$ cat src/rtl/dcfm_pkg.sv
/*
 * Shared constants and types of the dual channel fault manager.
 * Assumes byte addresses on a 32-bit Avalon-MM bus, one register per word.
 */
package dcfm_pkg;
    localparam int ADDR_W = 5;
    localparam int NCH = 2;
    localparam int MFT_W = 14;
    // Register byte offsets
    localparam logic [ADDR_W-1:0] OFF_RUN_CTRL = 5'h00;
    localparam logic [ADDR_W-1:0] OFF_FEN_A = 5'h04;
    localparam logic [ADDR_W-1:0] OFF_FEN_B = 5'h08;
    localparam logic [ADDR_W-1:0] OFF_LATCH = 5'h0c;
    localparam logic [ADDR_W-1:0] OFF_MFT = 5'h10;
    localparam logic [ADDR_W-1:0] OFF_STAT_A = 5'h14;
    localparam logic [ADDR_W-1:0] OFF_STAT_B = 5'h18;
    localparam logic [ADDR_W-1:0] OFF_CH_STATE = 5'h1c;
    // Run control fields: run bits at [1:0]
    localparam int POS_EXT_CLK = 2;
    localparam int POS_PIN_CLR = 3;
    // Per-channel field stride inside shared registers
    localparam int CH_STRIDE = 4;
    // fault_enable_reg_a fields per channel
    localparam int POS_HV_ON = 0;
    localparam int POS_LV_ON = 1;
    localparam int POS_RAMP_ON = 2;
    // fault_enable_reg_b fields per channel
    localparam int POS_SWITCH_CURRENT_CAP_FAULT_ON = 0;
    localparam int POS_OC_ON = 1;
    localparam int POS_SNO_ON = 2;
    // latch_policy_reg fields per channel
    localparam int POS_HV_LAT = 0;
    localparam int POS_LV_LAT = 1;
    localparam int POS_SWITCH_CURRENT_CAP_FAULT_LAT = 2;
    localparam int POS_OC_LAT = 3;
    // fault_status_reg_a: per channel hv, lv, switch_current_cap_fault at 3*ch; common above
    localparam int POS_ST_TRO = 6;
    localparam int POS_ST_TW = 7;
    localparam int POS_ST_POR = 8;
    // Reset values
    localparam logic [7:0] RST_FEN_A = 8'h33;
    localparam logic [7:0] RST_FEN_B = 8'h77;
    localparam logic [7:0] RST_LATCH = 8'h00;
    localparam logic [7:0] RST_MFT = 8'h00;
    // Main fault timer span in channel clock periods
    localparam logic [MFT_W-1:0] MFT_MIN = 14'h03e8;
    localparam logic [MFT_W-1:0] MFT_MAX = 14'h3fff;
    localparam logic [MFT_W-1:0] MFT_STEP = 14'h0401;

    typedef struct packed {
        logic hv;
        logic lv;
        logic switch_current_cap_fault;
        logic oc;
        logic uc;
        logic sense_open;
        logic fb_open;
        logic ramp_busy;
    } dcfm_ch_cond_t;

    typedef struct packed {
        logic supply_lockout;
        logic thermal_shutdown;
        logic thermal_warning;
        logic timing_open;
        logic por;
    } dcfm_common_t;

    typedef enum logic [1:0] {
        CH_OFF = 2'h0,
        CH_RUN = 2'h1,
        CH_WAIT = 2'h3,
        CH_LATCHED = 2'h2
    } dcfm_ch_state_t;
endpackage

$ cat src/rtl/dcfm_fault_manager.sv
/*
 * Fault supervisor for two switching channels: flags, latch policy,
 * main fault timer, read-to-clear status and active-low fault pins.
 * Assumes all inputs synchronous to clk_in; ch_tick_in is a one-cycle
 * pulse per channel switching period; Avalon-MM master holds requests.
 */
// The Avalon-MM register port and the address map were decided locally.
`timescale 1ns/10ps
module dcfm_fault_manager #(
    parameter int MFT_W = dcfm_pkg::MFT_W
) (
    input wire logic clk_in,
    input wire logic rstn_in,
    input wire logic ce_in,
    input wire logic [dcfm_pkg::ADDR_W-1:0] address_in,
    input wire logic read_in,
    input wire logic write_in,
    input wire logic [31:0] writedata_in,
    input wire logic [3:0] byteenable_in,
    output logic [31:0] readdata_out,
    output logic waitrequest_out,
    input wire dcfm_pkg::dcfm_ch_cond_t [1:0] ch_cond_in,
    input wire dcfm_pkg::dcfm_common_t common_in,
    input wire logic [1:0] ch_tick_in,
    input wire logic fault_b_in,
    output logic [1:0] ch_on_out,
    output logic [1:0] soft_start_out,
    output logic [1:0] hv_hyst_out,
    output logic fault_a_out,
    output logic fault_a_oe_n_out,
    output logic fault_b_out,
    output logic fault_b_oe_n_out,
    output logic ext_clk_out
);
    localparam int NCH = dcfm_pkg::NCH;
    localparam int SW = dcfm_pkg::CH_STRIDE;

    function automatic logic [MFT_W-1:0] mft_limit(input logic [3:0] code);
        logic [MFT_W-1:0] v;
        v = MFT_W'(dcfm_pkg::MFT_MIN) + MFT_W'(code * dcfm_pkg::MFT_STEP);
        // Top code saturates at the counter's full range
        if (code == 4'hf) begin
            v = MFT_W'(dcfm_pkg::MFT_MAX);
        end
        return v;
    endfunction

    function automatic logic ch_bit(input logic [7:0] r, input int ch, input int pos);
        return r[ch * SW + pos];
    endfunction

    // Set wins; a read clears only bits it has shown whose cause is gone
    function automatic logic [8:0] stat_upd(input logic [8:0] q, input logic [8:0] shown,
        input logic [8:0] now, input logic done);
        logic [8:0] gone;
        gone = {9{done}} & shown & ~now;
        return (q & ~gone) | now;
    endfunction

    // Register file state
    logic [1:0] run_q, run_d;
    logic ext_clk_sel_q, ext_clk_sel_d;
    logic [7:0] fen_a_q, fen_a_d;
    logic [7:0] fen_b_q, fen_b_d;
    logic [7:0] latch_q, latch_d;
    logic [7:0] mft_q, mft_d;
    logic [8:0] stat_a_q, stat_a_d;
    logic [5:0] stat_b_q, stat_b_d;
    logic ack_q, ack_d;
    logic [31:0] rdata_q, rdata_d;
    logic [1:0] rewrite_q, rewrite_d;
    logic pin_clr_q, pin_clr_d;

    // Channel state
    dcfm_pkg::dcfm_ch_state_t st_q [NCH];
    dcfm_pkg::dcfm_ch_state_t st_d [NCH];
    logic [MFT_W-1:0] cnt_q [NCH];
    logic [MFT_W-1:0] cnt_d [NCH];
    logic [3:0] prev_q [NCH];
    logic [3:0] prev_d [NCH];
    logic tro_prev_q, tro_prev_d;
    logic [1:0] ss_q, ss_d;
    logic [1:0] pin_q, pin_d;
    logic ext_clk_q, ext_clk_d;

    // Combinational flags
    logic [1:0] hv_flag, lv_flag, switch_current_cap_fault_flag, oc_flag, sno_flag, fbo_flag, uc_flag;
    logic [1:0] pin_evt;
    logic [8:0] stat_a_now;
    logic [5:0] stat_b_now;
    logic common_off;
    logic access_done, rd_done_a, rd_done_b;

    // One wait state so read data always comes from a flop
    assign access_done = ack_q & (read_in | write_in);
    assign waitrequest_out = (read_in | write_in) & ~ack_q;
    assign common_off = common_in.supply_lockout | common_in.thermal_shutdown;

    always_comb begin
        for (int i = 0; i < NCH; i++) begin
            // Enable-bit faults gated; the rest always live
            hv_flag[i] = ch_cond_in[i].hv & ch_bit(fen_a_q, i, dcfm_pkg::POS_HV_ON);
            lv_flag[i] = ch_cond_in[i].lv & ch_bit(fen_a_q, i, dcfm_pkg::POS_LV_ON)
                & (ch_bit(fen_a_q, i, dcfm_pkg::POS_RAMP_ON) | ~ch_cond_in[i].ramp_busy);
            switch_current_cap_fault_flag[i] = ch_cond_in[i].switch_current_cap_fault & ch_bit(fen_b_q, i, dcfm_pkg::POS_SWITCH_CURRENT_CAP_FAULT_ON);
            oc_flag[i] = ch_cond_in[i].oc & ch_bit(fen_b_q, i, dcfm_pkg::POS_OC_ON);
            sno_flag[i] = ch_cond_in[i].sense_open & ch_bit(fen_b_q, i, dcfm_pkg::POS_SNO_ON);
            fbo_flag[i] = ch_cond_in[i].fb_open;
            uc_flag[i] = ch_cond_in[i].uc;
            pin_evt[i] = hv_flag[i] | lv_flag[i] | switch_current_cap_fault_flag[i] | oc_flag[i] | sno_flag[i] | fbo_flag[i]
                | common_in.timing_open | common_in.thermal_shutdown | common_in.por;
        end
        stat_a_now = '0;
        stat_b_now = '0;
        for (int i = 0; i < NCH; i++) begin
            stat_a_now[3 * i] = hv_flag[i] | fbo_flag[i];
            stat_a_now[3 * i + 1] = lv_flag[i];
            stat_a_now[3 * i + 2] = switch_current_cap_fault_flag[i];
            stat_b_now[3 * i] = oc_flag[i];
            stat_b_now[3 * i + 1] = uc_flag[i];
            stat_b_now[3 * i + 2] = sno_flag[i];
        end
        stat_a_now[dcfm_pkg::POS_ST_TRO] = common_in.timing_open;
        stat_a_now[dcfm_pkg::POS_ST_TW] = common_in.thermal_warning;
        stat_a_now[dcfm_pkg::POS_ST_POR] = common_in.por;
    end

    // Bus side: decode, writes, read data, read-to-clear status
    always_comb begin
        run_d = run_q;
        ext_clk_sel_d = ext_clk_sel_q;
        fen_a_d = fen_a_q;
        fen_b_d = fen_b_q;
        latch_d = latch_q;
        mft_d = mft_q;
        rewrite_d = 2'h0;
        pin_clr_d = 1'b0;
        ack_d = (read_in | write_in) & ~ack_q;
        rdata_d = rdata_q;
        rd_done_a = 1'b0;
        rd_done_b = 1'b0;
        if (access_done && write_in && byteenable_in[0]) begin
            case (address_in)
                dcfm_pkg::OFF_RUN_CTRL: begin
                    run_d = writedata_in[1:0];
                    rewrite_d = writedata_in[1:0];
                    ext_clk_sel_d = writedata_in[dcfm_pkg::POS_EXT_CLK];
                    pin_clr_d = writedata_in[dcfm_pkg::POS_PIN_CLR];
                end
                dcfm_pkg::OFF_FEN_A: fen_a_d = writedata_in[7:0];
                dcfm_pkg::OFF_FEN_B: fen_b_d = writedata_in[7:0];
                dcfm_pkg::OFF_LATCH: latch_d = writedata_in[7:0];
                dcfm_pkg::OFF_MFT: mft_d = writedata_in[7:0];
                default: ;
            endcase
        end
        if (ack_d && read_in) begin
            case (address_in)
                dcfm_pkg::OFF_RUN_CTRL: rdata_d = {28'h0, 1'b0, ext_clk_sel_q, run_q};
                dcfm_pkg::OFF_FEN_A: rdata_d = {24'h0, fen_a_q};
                dcfm_pkg::OFF_FEN_B: rdata_d = {24'h0, fen_b_q};
                dcfm_pkg::OFF_LATCH: rdata_d = {24'h0, latch_q};
                dcfm_pkg::OFF_MFT: rdata_d = {24'h0, mft_q};
                dcfm_pkg::OFF_STAT_A: rdata_d = {23'h0, stat_a_q};
                dcfm_pkg::OFF_STAT_B: rdata_d = {26'h0, stat_b_q};
                dcfm_pkg::OFF_CH_STATE: rdata_d = {24'h0, pin_q, ss_q, 2'(st_q[1]), 2'(st_q[0])};
                default: rdata_d = 32'h0;
            endcase
        end
        if (access_done && read_in) begin
            rd_done_a = (address_in == dcfm_pkg::OFF_STAT_A);
            rd_done_b = (address_in == dcfm_pkg::OFF_STAT_B);
        end
        // Only bits returned in readdata may clear, so a late event survives
        stat_a_d = stat_upd(stat_a_q, rdata_q[8:0], stat_a_now, rd_done_a);
        stat_b_d = 6'(stat_upd({3'h0, stat_b_q}, {3'h0, rdata_q[5:0]}, {3'h0, stat_b_now}, rd_done_b));
    end

    // Channel sequencing, one independent copy per channel
    always_comb begin
        logic nl_off;
        logic nl_timed;
        logic lat_evt;
        logic [3:0] cur;
        logic any_flt;
        nl_off = 1'b0;
        any_flt = 1'b0;
        nl_timed = 1'b0;
        lat_evt = 1'b0;
        cur = 4'h0;
        tro_prev_d = common_in.timing_open;
        for (int i = 0; i < NCH; i++) begin
            st_d[i] = st_q[i];
            cnt_d[i] = cnt_q[i];
            ss_d[i] = 1'b0;
            cur = {oc_flag[i], switch_current_cap_fault_flag[i], lv_flag[i], hv_flag[i]};
            prev_d[i] = cur;
            // Open-pin faults always latch; only a run rewrite recovers
            lat_evt = (hv_flag[i] & ~prev_q[i][0] & ch_bit(latch_q, i, dcfm_pkg::POS_HV_LAT))
                | (lv_flag[i] & ~prev_q[i][1] & ch_bit(latch_q, i, dcfm_pkg::POS_LV_LAT))
                | (switch_current_cap_fault_flag[i] & ~prev_q[i][2] & ch_bit(latch_q, i, dcfm_pkg::POS_SWITCH_CURRENT_CAP_FAULT_LAT))
                | (oc_flag[i] & ~prev_q[i][3] & ch_bit(latch_q, i, dcfm_pkg::POS_OC_LAT))
                | sno_flag[i] | fbo_flag[i] | (common_in.timing_open & ~tro_prev_q);
            // Non-latched faults hold the channel off while present
            nl_off = (hv_flag[i] & ~ch_bit(latch_q, i, dcfm_pkg::POS_HV_LAT))
                | (lv_flag[i] & ~ch_bit(latch_q, i, dcfm_pkg::POS_LV_LAT))
                | (switch_current_cap_fault_flag[i] & ~ch_bit(latch_q, i, dcfm_pkg::POS_SWITCH_CURRENT_CAP_FAULT_LAT))
                | (oc_flag[i] & ~ch_bit(latch_q, i, dcfm_pkg::POS_OC_LAT)) | common_off;
            nl_timed = (lv_flag[i] & ~prev_q[i][1] & ~ch_bit(latch_q, i, dcfm_pkg::POS_LV_LAT))
                | (oc_flag[i] & ~prev_q[i][3] & ~ch_bit(latch_q, i, dcfm_pkg::POS_OC_LAT));
            // A latched fault still present must not let a rewrite restart the channel
            any_flt = hv_flag[i] | lv_flag[i] | switch_current_cap_fault_flag[i] | oc_flag[i] | sno_flag[i] | fbo_flag[i]
                | common_in.timing_open;
            if (nl_timed) begin
                cnt_d[i] = mft_limit(mft_q[i * SW +: 4]);
            end else if (ch_tick_in[i] && cnt_q[i] != '0) begin
                cnt_d[i] = cnt_q[i] - MFT_W'(1);
            end
            case (st_q[i])
                dcfm_pkg::CH_OFF: begin
                    if (run_q[i] && !lat_evt && !nl_off && !any_flt) begin
                        st_d[i] = dcfm_pkg::CH_RUN;
                        ss_d[i] = 1'b1;
                    end
                end
                dcfm_pkg::CH_RUN: begin
                    if (!run_q[i]) begin
                        st_d[i] = dcfm_pkg::CH_OFF;
                    end else if (lat_evt) begin
                        st_d[i] = dcfm_pkg::CH_LATCHED;
                    end else if (nl_off || nl_timed) begin
                        st_d[i] = dcfm_pkg::CH_WAIT;
                    end
                end
                dcfm_pkg::CH_WAIT: begin
                    // Restart waits for the fault to clear and the timer to run out
                    if (!run_q[i]) begin
                        st_d[i] = dcfm_pkg::CH_OFF;
                    end else if (lat_evt) begin
                        st_d[i] = dcfm_pkg::CH_LATCHED;
                    end else if (!nl_off && !nl_timed && cnt_q[i] == '0) begin
                        st_d[i] = dcfm_pkg::CH_RUN;
                        ss_d[i] = 1'b1;
                    end
                end
                dcfm_pkg::CH_LATCHED: begin
                    // Only a fresh run-bit write revives the channel
                    if (rewrite_q[i]) begin
                        st_d[i] = dcfm_pkg::CH_OFF;
                    end else if (!run_q[i]) begin
                        st_d[i] = dcfm_pkg::CH_OFF;
                    end
                end
                default: st_d[i] = dcfm_pkg::CH_OFF;
            endcase
        end
    end

    // Fault pins: sticky until cleared; events win over the clear
    always_comb begin
        logic [1:0] keep;
        keep = pin_clr_q ? 2'h0 : pin_q;
        pin_d = keep | pin_evt;
        ext_clk_d = ext_clk_sel_q & fault_b_in;
        // Pin b turns input; its faults move onto pin a
        if (ext_clk_sel_q) begin
            pin_d[0] = keep[0] | keep[1] | pin_evt[0] | pin_evt[1];
            pin_d[1] = 1'b0;
        end
    end

    // Bus and register state
    always_ff @(posedge clk_in) begin
        if (!rstn_in) begin
            run_q <= 2'h0;
            ext_clk_sel_q <= 1'b0;
            fen_a_q <= dcfm_pkg::RST_FEN_A;
            fen_b_q <= dcfm_pkg::RST_FEN_B;
            latch_q <= dcfm_pkg::RST_LATCH;
            mft_q <= dcfm_pkg::RST_MFT;
            stat_a_q <= 9'h0;
            stat_b_q <= 6'h0;
            ack_q <= 1'b0;
            rdata_q <= 32'h0;
            rewrite_q <= 2'h0;
            pin_clr_q <= 1'b0;
        end else if (ce_in) begin
            run_q <= run_d;
            ext_clk_sel_q <= ext_clk_sel_d;
            fen_a_q <= fen_a_d;
            fen_b_q <= fen_b_d;
            latch_q <= latch_d;
            mft_q <= mft_d;
            stat_a_q <= stat_a_d;
            stat_b_q <= stat_b_d;
            ack_q <= ack_d;
            rdata_q <= rdata_d;
            rewrite_q <= rewrite_d;
            pin_clr_q <= pin_clr_d;
        end
    end

    // Channel sequencing state
    always_ff @(posedge clk_in) begin
        if (!rstn_in) begin
            tro_prev_q <= 1'b0;
            ss_q <= 2'h0;
            for (int i = 0; i < NCH; i++) begin
                st_q[i] <= dcfm_pkg::CH_OFF;
                cnt_q[i] <= '0;
                prev_q[i] <= 4'h0;
            end
        end else if (ce_in) begin
            tro_prev_q <= tro_prev_d;
            ss_q <= ss_d;
            for (int i = 0; i < NCH; i++) begin
                st_q[i] <= st_d[i];
                cnt_q[i] <= cnt_d[i];
                prev_q[i] <= prev_d[i];
            end
        end
    end

    // Fault pin state
    always_ff @(posedge clk_in) begin
        if (!rstn_in) begin
            pin_q <= 2'h0;
            ext_clk_q <= 1'b0;
        end else if (ce_in) begin
            pin_q <= pin_d;
            ext_clk_q <= ext_clk_d;
        end
    end

    always_comb begin
        for (int i = 0; i < NCH; i++) begin
            ch_on_out[i] = (st_q[i] == dcfm_pkg::CH_RUN);
        end
    end

    assign readdata_out = rdata_q;
    assign soft_start_out = ss_q;
    assign hv_hyst_out = prev_q[1][0] ? {1'b1, prev_q[0][0]} : {1'b0, prev_q[0][0]};
    // Open-drain: level is always low, enable low pulls the pin
    assign fault_a_out = 1'b0;
    assign fault_b_out = 1'b0;
    assign fault_a_oe_n_out = ~pin_q[0];
    assign fault_b_oe_n_out = ~pin_q[1];
    assign ext_clk_out = ext_clk_q;
endmodule

$ cat config.mk
export PLATFORM = sky130hd
export DESIGN_NAME = dcfm_fault_manager
export DESIGN_NICKNAME = d
export VERILOG_FILES = /design/src/rtl/dcfm_pkg.sv /design/src/rtl/dcfm_fault_manager.sv
export SDC_FILE = /design/constraint.sdc
export NUM_CORES = 1
export LEC_CHECK = 0
export BUFFER_PORTS_ARGS = -buffer_cell sky130_fd_sc_hd__buf_2
export CAP_MARGIN = 20
export CORE_UTILIZATION = 45
export DETAILED_ROUTE_END_ITERATION = 6
export PLACE_DENSITY = 0.78
export SLEW_MARGIN = 20
export SYNTH_ARGS = -nofsm -noshare
export SYNTH_HDL_FRONTEND = slang
export SYNTH_SLANG_ARGS = --single-unit
$ cat constraint.sdc
create_clock -name clk_in -period 2.9 [get_ports clk_in]
set_clock_uncertainty 0.2 [all_clocks]
set_input_delay 0.29 -clock clk_in [delete_from_list [all_inputs] [get_ports clk_in]]
set_output_delay 0.29 -clock clk_in [all_outputs]
set_load 0.02 [all_outputs]
---- Word level (Yosys, flattened, before mapping) ----
Memories as Yosys holds them, arrays and structs flattened.
Cells that the tools add are included.
word-level totals
  bits of input ports ..................... 70
  bits in registers ....................... 92
  output and inout port bits .............. 44
  memories ................................ 3
  memory bits (writable) .................. 40
cells by class
  multiply operators ...................... 2
  multiplexer cells ....................... 56
  reduce and logical (&&, ||, !) cells .... 39
  bitwise logic cells ..................... 132
  $add $sub $neg .......................... 4
  eq/ne operators ......................... 15
memory list
  name    words  bits a word  rd ports  clocked after Yosys merged registers in  write ports  RTL line                  text
  cnt_q   2      14           2         0                                        2            dcfm_fault_manager.sv:77  logic [MFT_W-1:0] cnt_q [NCH];
  prev_q  2      4            2         0                                        2            dcfm_fault_manager.sv:79  logic [3:0] prev_q [NCH];
  st_q    2      2            2         0                                        2            dcfm_fault_manager.sv:75  dcfm_pkg::dcfm_ch_state_t st_q [NCH];
operators by type and width
  cell                                                 number
  two-way mux 14 bit                                   8
  one-hot mux 9 bit (8 select lines)                   1
  bitwise OR 1 bit                                     53
  two-way mux 2 bit                                    25
  bitwise AND 1 bit                                    44
  adder 10 x 14 -> 14 bit (first input constant)       2
  zero test 14 bit                                     2
  multiplier 4 x 11 -> 14 bit (second input constant)  2
  nonzero test 14 bit                                  2
  subtractor 14 x 1 -> 14 bit (second input constant)  2
  bitwise AND 9 bit                                    3
  NOT 1 bit                                            22
  == test 5 bit (second input constant)                4
  bitwise AND 6 bit                                    3
  NOT 9 bit                                            2
  logical AND 1 bit                                    16
  two-way mux 1 bit                                    16
  one-hot mux 2 bit (4 select lines)                   2
  AND reduction 3 bit                                  5
  NOT 6 bit                                            2
  == test 5 x 4 -> 1 bit (second input constant)       2
  bitwise OR 9 bit                                     1
  == test 2 bit (second input constant)                4
  == test 4 bit (second input constant)                2
  other kinds (11)                                     23

---- Logic depth before layout (Yosys ltp) ----
  word-level depth ........................ 18
  depth in mapped cells ................... 8

---- Least setup slack after synthesis ----
OpenSTA, ideal clock, no wires.
  path kind ............................... flip-flop to flip-flop
  from .................................... mem cnt_q[1][0] (netlist: cnt_q[0][14])
  to ...................................... mem cnt_q[1][0] (netlist: cnt_q[0][14]) (enable)
  arrival time ............................ 2.102 ns
  cell stages (with the launch flop) ...... 7
  library setup time ...................... 0.404 ns
  slack ................................... 0.194 ns
  buffers on the path ..................... 0
  period minus slack after synthesis ...... 2.706 ns
  cell sequence ........................... edfxtp_1 -> inv_1 -> ha_1 -> nor4b_1 -> nand4b_1 -> a21boi_0 -> o21ai_0
RTL lines
  element             RTL line
  start: declaration  dcfm_fault_manager.sv:77

==> implementation parameters <==
Parameter                              Value

Timing
  Period utilisation layout    between 90 and 100%
  Setup tns final    0 ns
  Setup repair after global routing missed its margin    no
  Fmax    ~0.38 GHz
  Worst hold-check slack    0.0157 ns
  Pin slew with the least headroom to its limit    0.692 ns
  Final hold vios    0
  Worst-case headroom to the max-slew limit    53.5%
  Final setup violation count    0
  Number of pins with negative max-slew slack in the final report    0
  Fin crit period    2.64 ns

Yosys
  Post-synthesis average cell area    9.05 um2
  Mapped Cells    653
  Part of the Yosys area used for sequential elements    43.7%
  Number of enable flip-flop cells after synthesis    40
  Post-synth design cell area    0.00591 mm2
  Unique masters post-synth    between 60 and 70
  Main synth FF type    sky130_fd_sc_hd__dfxtp_1
  Share of flip-flops with an asynchronous set or reset    0%
  Flops & latches, synth    109
  Count of synthesis-stage warnings from yosys    0

Global route
  Number of global-route vias before repair    about 5,000
  Total global routing overflow    0
  Wire length of the first global-routing pass    approximately 25 mm
  Initial antenna violation count    0
  Total track usage    24.3%
  Pin count of the biggest net entering global routing    42

Worst setup path
  Capture instance of the worst register-to-register path    st_q[0][2]
  RR Startpoint    cnt_q[0][14]
  Minimum setup slack among reg-to-reg paths    between 0.2 and 0.3 ns
  Type of the worst setup path    register to register
  Beginning of the critical path    cnt_q[0][14]
  Critical Path Sink Type    register
  Peak fanout along the critical path    6
  Element type at the critical path start    register
  FF-to-FF path depth    6
  Required time of the critical path    2.69 ns
  End point of the critical path    st_q[0][2]
  Worst path arrival time    2.43 ns

Clock tree
  Clock tree from TritonCTS    done
  CTS Buf Count    9
  Clk_lat worst skew    0.35 ns
  Post-cts hold buffer count    0
  Clock H-tree levels    3
  Clock tree root driver cell    sky130_fd_sc_hd__clkbuf_16
  Bufs on Longest Clock Path    2
  Clock Pin Slew Worst Setup and Hold Paths    0.07 ns
  Number of sinks handled by clock tree synthesis    109

Placed design
  Weighted congestion at the end of routability-driven global placement    0.964
  Placed wire-length estimate    around 12 mm
  IO Port Bufs    61
  Post-placement cell area    0.00632 mm2

Run
  Number of violations of the max-capacitance limit    0

Die
  Die width    117 um
  Vertical die dimension    approximately 120 um
  Core outline area    0.0127 mm2
  Rows    41
  Initial cell density of the core    46.4%
  I/O pin cnt    114
  Total Die Area    0.0136 mm2

Run status
  Outcome    complete, no violations

Finish
  Layout-stage area growth over the synthesis result    12.3%
  Layout Cell Area excl Fill    0.00664 mm2
  Nets@finish    788
  Total area of multi-input combinational cells    around 0.0030 mm2
  # fillers    between 1,000 and 1,500
  Count of inserted antenna diode cells    0
  Sequential standard cell area    0.00258 mm2
  Fraction of final layout cells sized beyond drive strength 1    16.3%

Power
  Largest voltage drop on the vdd net    0.000275 V
  Static leakage power    2.52 nW
  Power per standard cell area    a little over 500 mW/mm2

Detailed routing
  Total vias in the final route    5,234
  Mean number of vias per cell    just under 6
  Number of routed nets with antenna violations    0
  DR iter-0 viols    405
  Number of remaining DRC errors    0
  TritonRoute pass-1 iters    7
  Final wirelength    roughly 16 mm
  Detail-routed net length per standard cell    ~18 um

Worst hold path
  Hold Crit Class    input pin to register
-- metal layers --
layer | global-route usage [%] | vias to the layer above | share of wire [%]
li1 | - | 2438 | -
met1 | 30.9 | 2509 | 42
met2 | 40.9 | 243 | 48
met3 | 2.96 | 44 | 6.5
met5 | 0 | - | 0
met4 | 12.3 | 0 | 3.1
-- cell families (layout without fill, tap and decap cells) --
family	after synthesis	in the layout	share of synthesized area, %
AND/OR/NAND/NOR	265	265	23.3
AO/OA/AOI/OAI	162	162	19.8
flip-flops	109	109	43.7
buffers and inverters	79	114	6.80
XOR/XNOR	22	22	3.26
adder cells (fa/ha/maj)	11	11	2.33
multiplexers	4	4	0.678
other	1	25	0.0635
-- worst min-delay path by stage --
stage	from	end	cells after the start
2_1_floorplan	writedata_in[0]	fen_a_q[0]	2
3_3_place_gp	fen_a_q[3]	fen_a_q[3]	2
3_5_place_dp	rewrite_q[1]	rewrite_q[1]	1
4_1_cts	ch_cond_in[3]	stat_b_q[1]	3
5_1_grt	ch_cond_in[3]	stat_b_q[1]	3
6_report	fault_b_in	ext_clk_out	3
-- power by group --
part / switching, mW / total (mW) / internal, mW
clock network: 0.549 / 1.26 / 0.715
logic: 0.265 / 0.428 / 0.164
registers: 0.0689 / 1.73 / 1.66
-- state kept, by name, indices dropped and copies added, names as in the netlist --
name            cells
ack_q               1
cnt_q              28
ext_clk_out         1
ext_clk_sel_q       1
fen_a_q             8
fen_b_q             8
latch_q             8
mft_q               8
pin_clr_q           1
pin_q               2
prev_q              8
readdata_out        9
rewrite_q           2
run_q               2
soft_start_out      2
st_q                4
stat_a_q            9
stat_b_q            6
tro_prev_q          1
-- stage by stage --
| stage | power (mW) | cells | setup WS (ns) | util, % |
|---|---|---|---|---|
| detailed placement | 2.19 | 868 | 0.141 | 49.7 |
| floorplan | 2.07 | 677 | 0.194 | - |
| finish | 3.43 | 884 | 0.257 | 52.2 |
| global placement | 2.17 | 868 | 0.236 | 49.7 |
| global route | 3.55 | 884 | 0.0872 | 52.2 |
| CTS | 3.43 | 884 | 0.126 | 52.1 |
-- placed cells by master (no fill, tap or decap), drive strengths merged, types with 5 or more instances in the layout --
cell	instances
edfxtp	40
a21oi	31
nor4	11
nand2	104
a31oi	6
nor3	11
clkbuf	15
nand3	35
nor4b	5
ha	11
xor2	8
buf	78
o21ai	13
a31o	14
a21boi	37
or3	6
inv	20
and3	16
dfxtp	69
nand3b	5
xnor2	14
nor2b	15
nor2	28
a211oi	5
conb	25
and2	8
a22oi	24
-- what timing repair did --
action	4_1_cts	5_1_grt
endpoints found under the hold margin	0	0
setup endpoints to repair	0	2
buffers inserted	0	0
resized for setup	0	1
-- synthesized netlist by cell type (4+ instances only) --
library cell / number / area [um2]
sky130_fd_sc_hd__nand2_1: 104 / 390
sky130_fd_sc_hd__dfxtp_1: 69 / 1380
sky130_fd_sc_hd__edfxtp_1: 40 / 1200
sky130_fd_sc_hd__nand3_1: 35 / 175
sky130_fd_sc_hd__a21boi_0: 33 / 248
sky130_fd_sc_hd__a21oi_1: 30 / 150
sky130_fd_sc_hd__nor2_1: 28 / 105
sky130_fd_sc_hd__buf_4: 27 / 203
sky130_fd_sc_hd__a22oi_1: 24 / 180
sky130_fd_sc_hd__clkbuf_1: 24 / 90.1
sky130_fd_sc_hd__inv_1: 20 / 75.1
sky130_fd_sc_hd__and3_1: 16 / 100
sky130_fd_sc_hd__nor2b_1: 15 / 93.8
sky130_fd_sc_hd__a31o_2: 14 / 123
sky130_fd_sc_hd__xnor2_1: 14 / 123
sky130_fd_sc_hd__o21ai_0: 13 / 65.1
sky130_fd_sc_hd__ha_1: 11 / 138
sky130_fd_sc_hd__nor3_1: 10 / 50.1
sky130_fd_sc_hd__and2_1: 8 / 50.1
sky130_fd_sc_hd__xor2_1: 8 / 70.1
sky130_fd_sc_hd__nor4_1: 7 / 43.8
sky130_fd_sc_hd__a31oi_1: 6 / 37.5
sky130_fd_sc_hd__or3_1: 6 / 37.5
sky130_fd_sc_hd__a211oi_1: 5 / 37.5
sky130_fd_sc_hd__buf_1: 5 / 18.8
sky130_fd_sc_hd__nand3b_1: 5 / 37.5
sky130_fd_sc_hd__a21boi_1: 4 / 30.0
sky130_fd_sc_hd__mux2i_1: 4 / 40.0
sky130_fd_sc_hd__nand4b_1: 4 / 35.0
sky130_fd_sc_hd__nor4b_1: 4 / 35.0
sky130_fd_sc_hd__o41ai_1: 4 / 35.0
-- critical path: stages, from the launching register on --
cell and delay, ns:
sky130_fd_sc_hd__edfxtp_1 0.48, sky130_fd_sc_hd__inv_1 0.09, sky130_fd_sc_hd__ha_1 0.16, sky130_fd_sc_hd__nor4b_1 0.34
sky130_fd_sc_hd__nand4b_1 0.25, sky130_fd_sc_hd__o21ba_2 0.27, sky130_fd_sc_hd__o41ai_1 0.50
-- layout make-up --
type,count,share of cell area (%)
inverter,20,1.13
sequential,109,38.9
multi-input combinational,489,45.5
clock inverter,1,0.132
tap,172,3.24
clock buffer,15,4.52
timing repair buffer,78,6.52
Power figures use the tool's default switching activity.
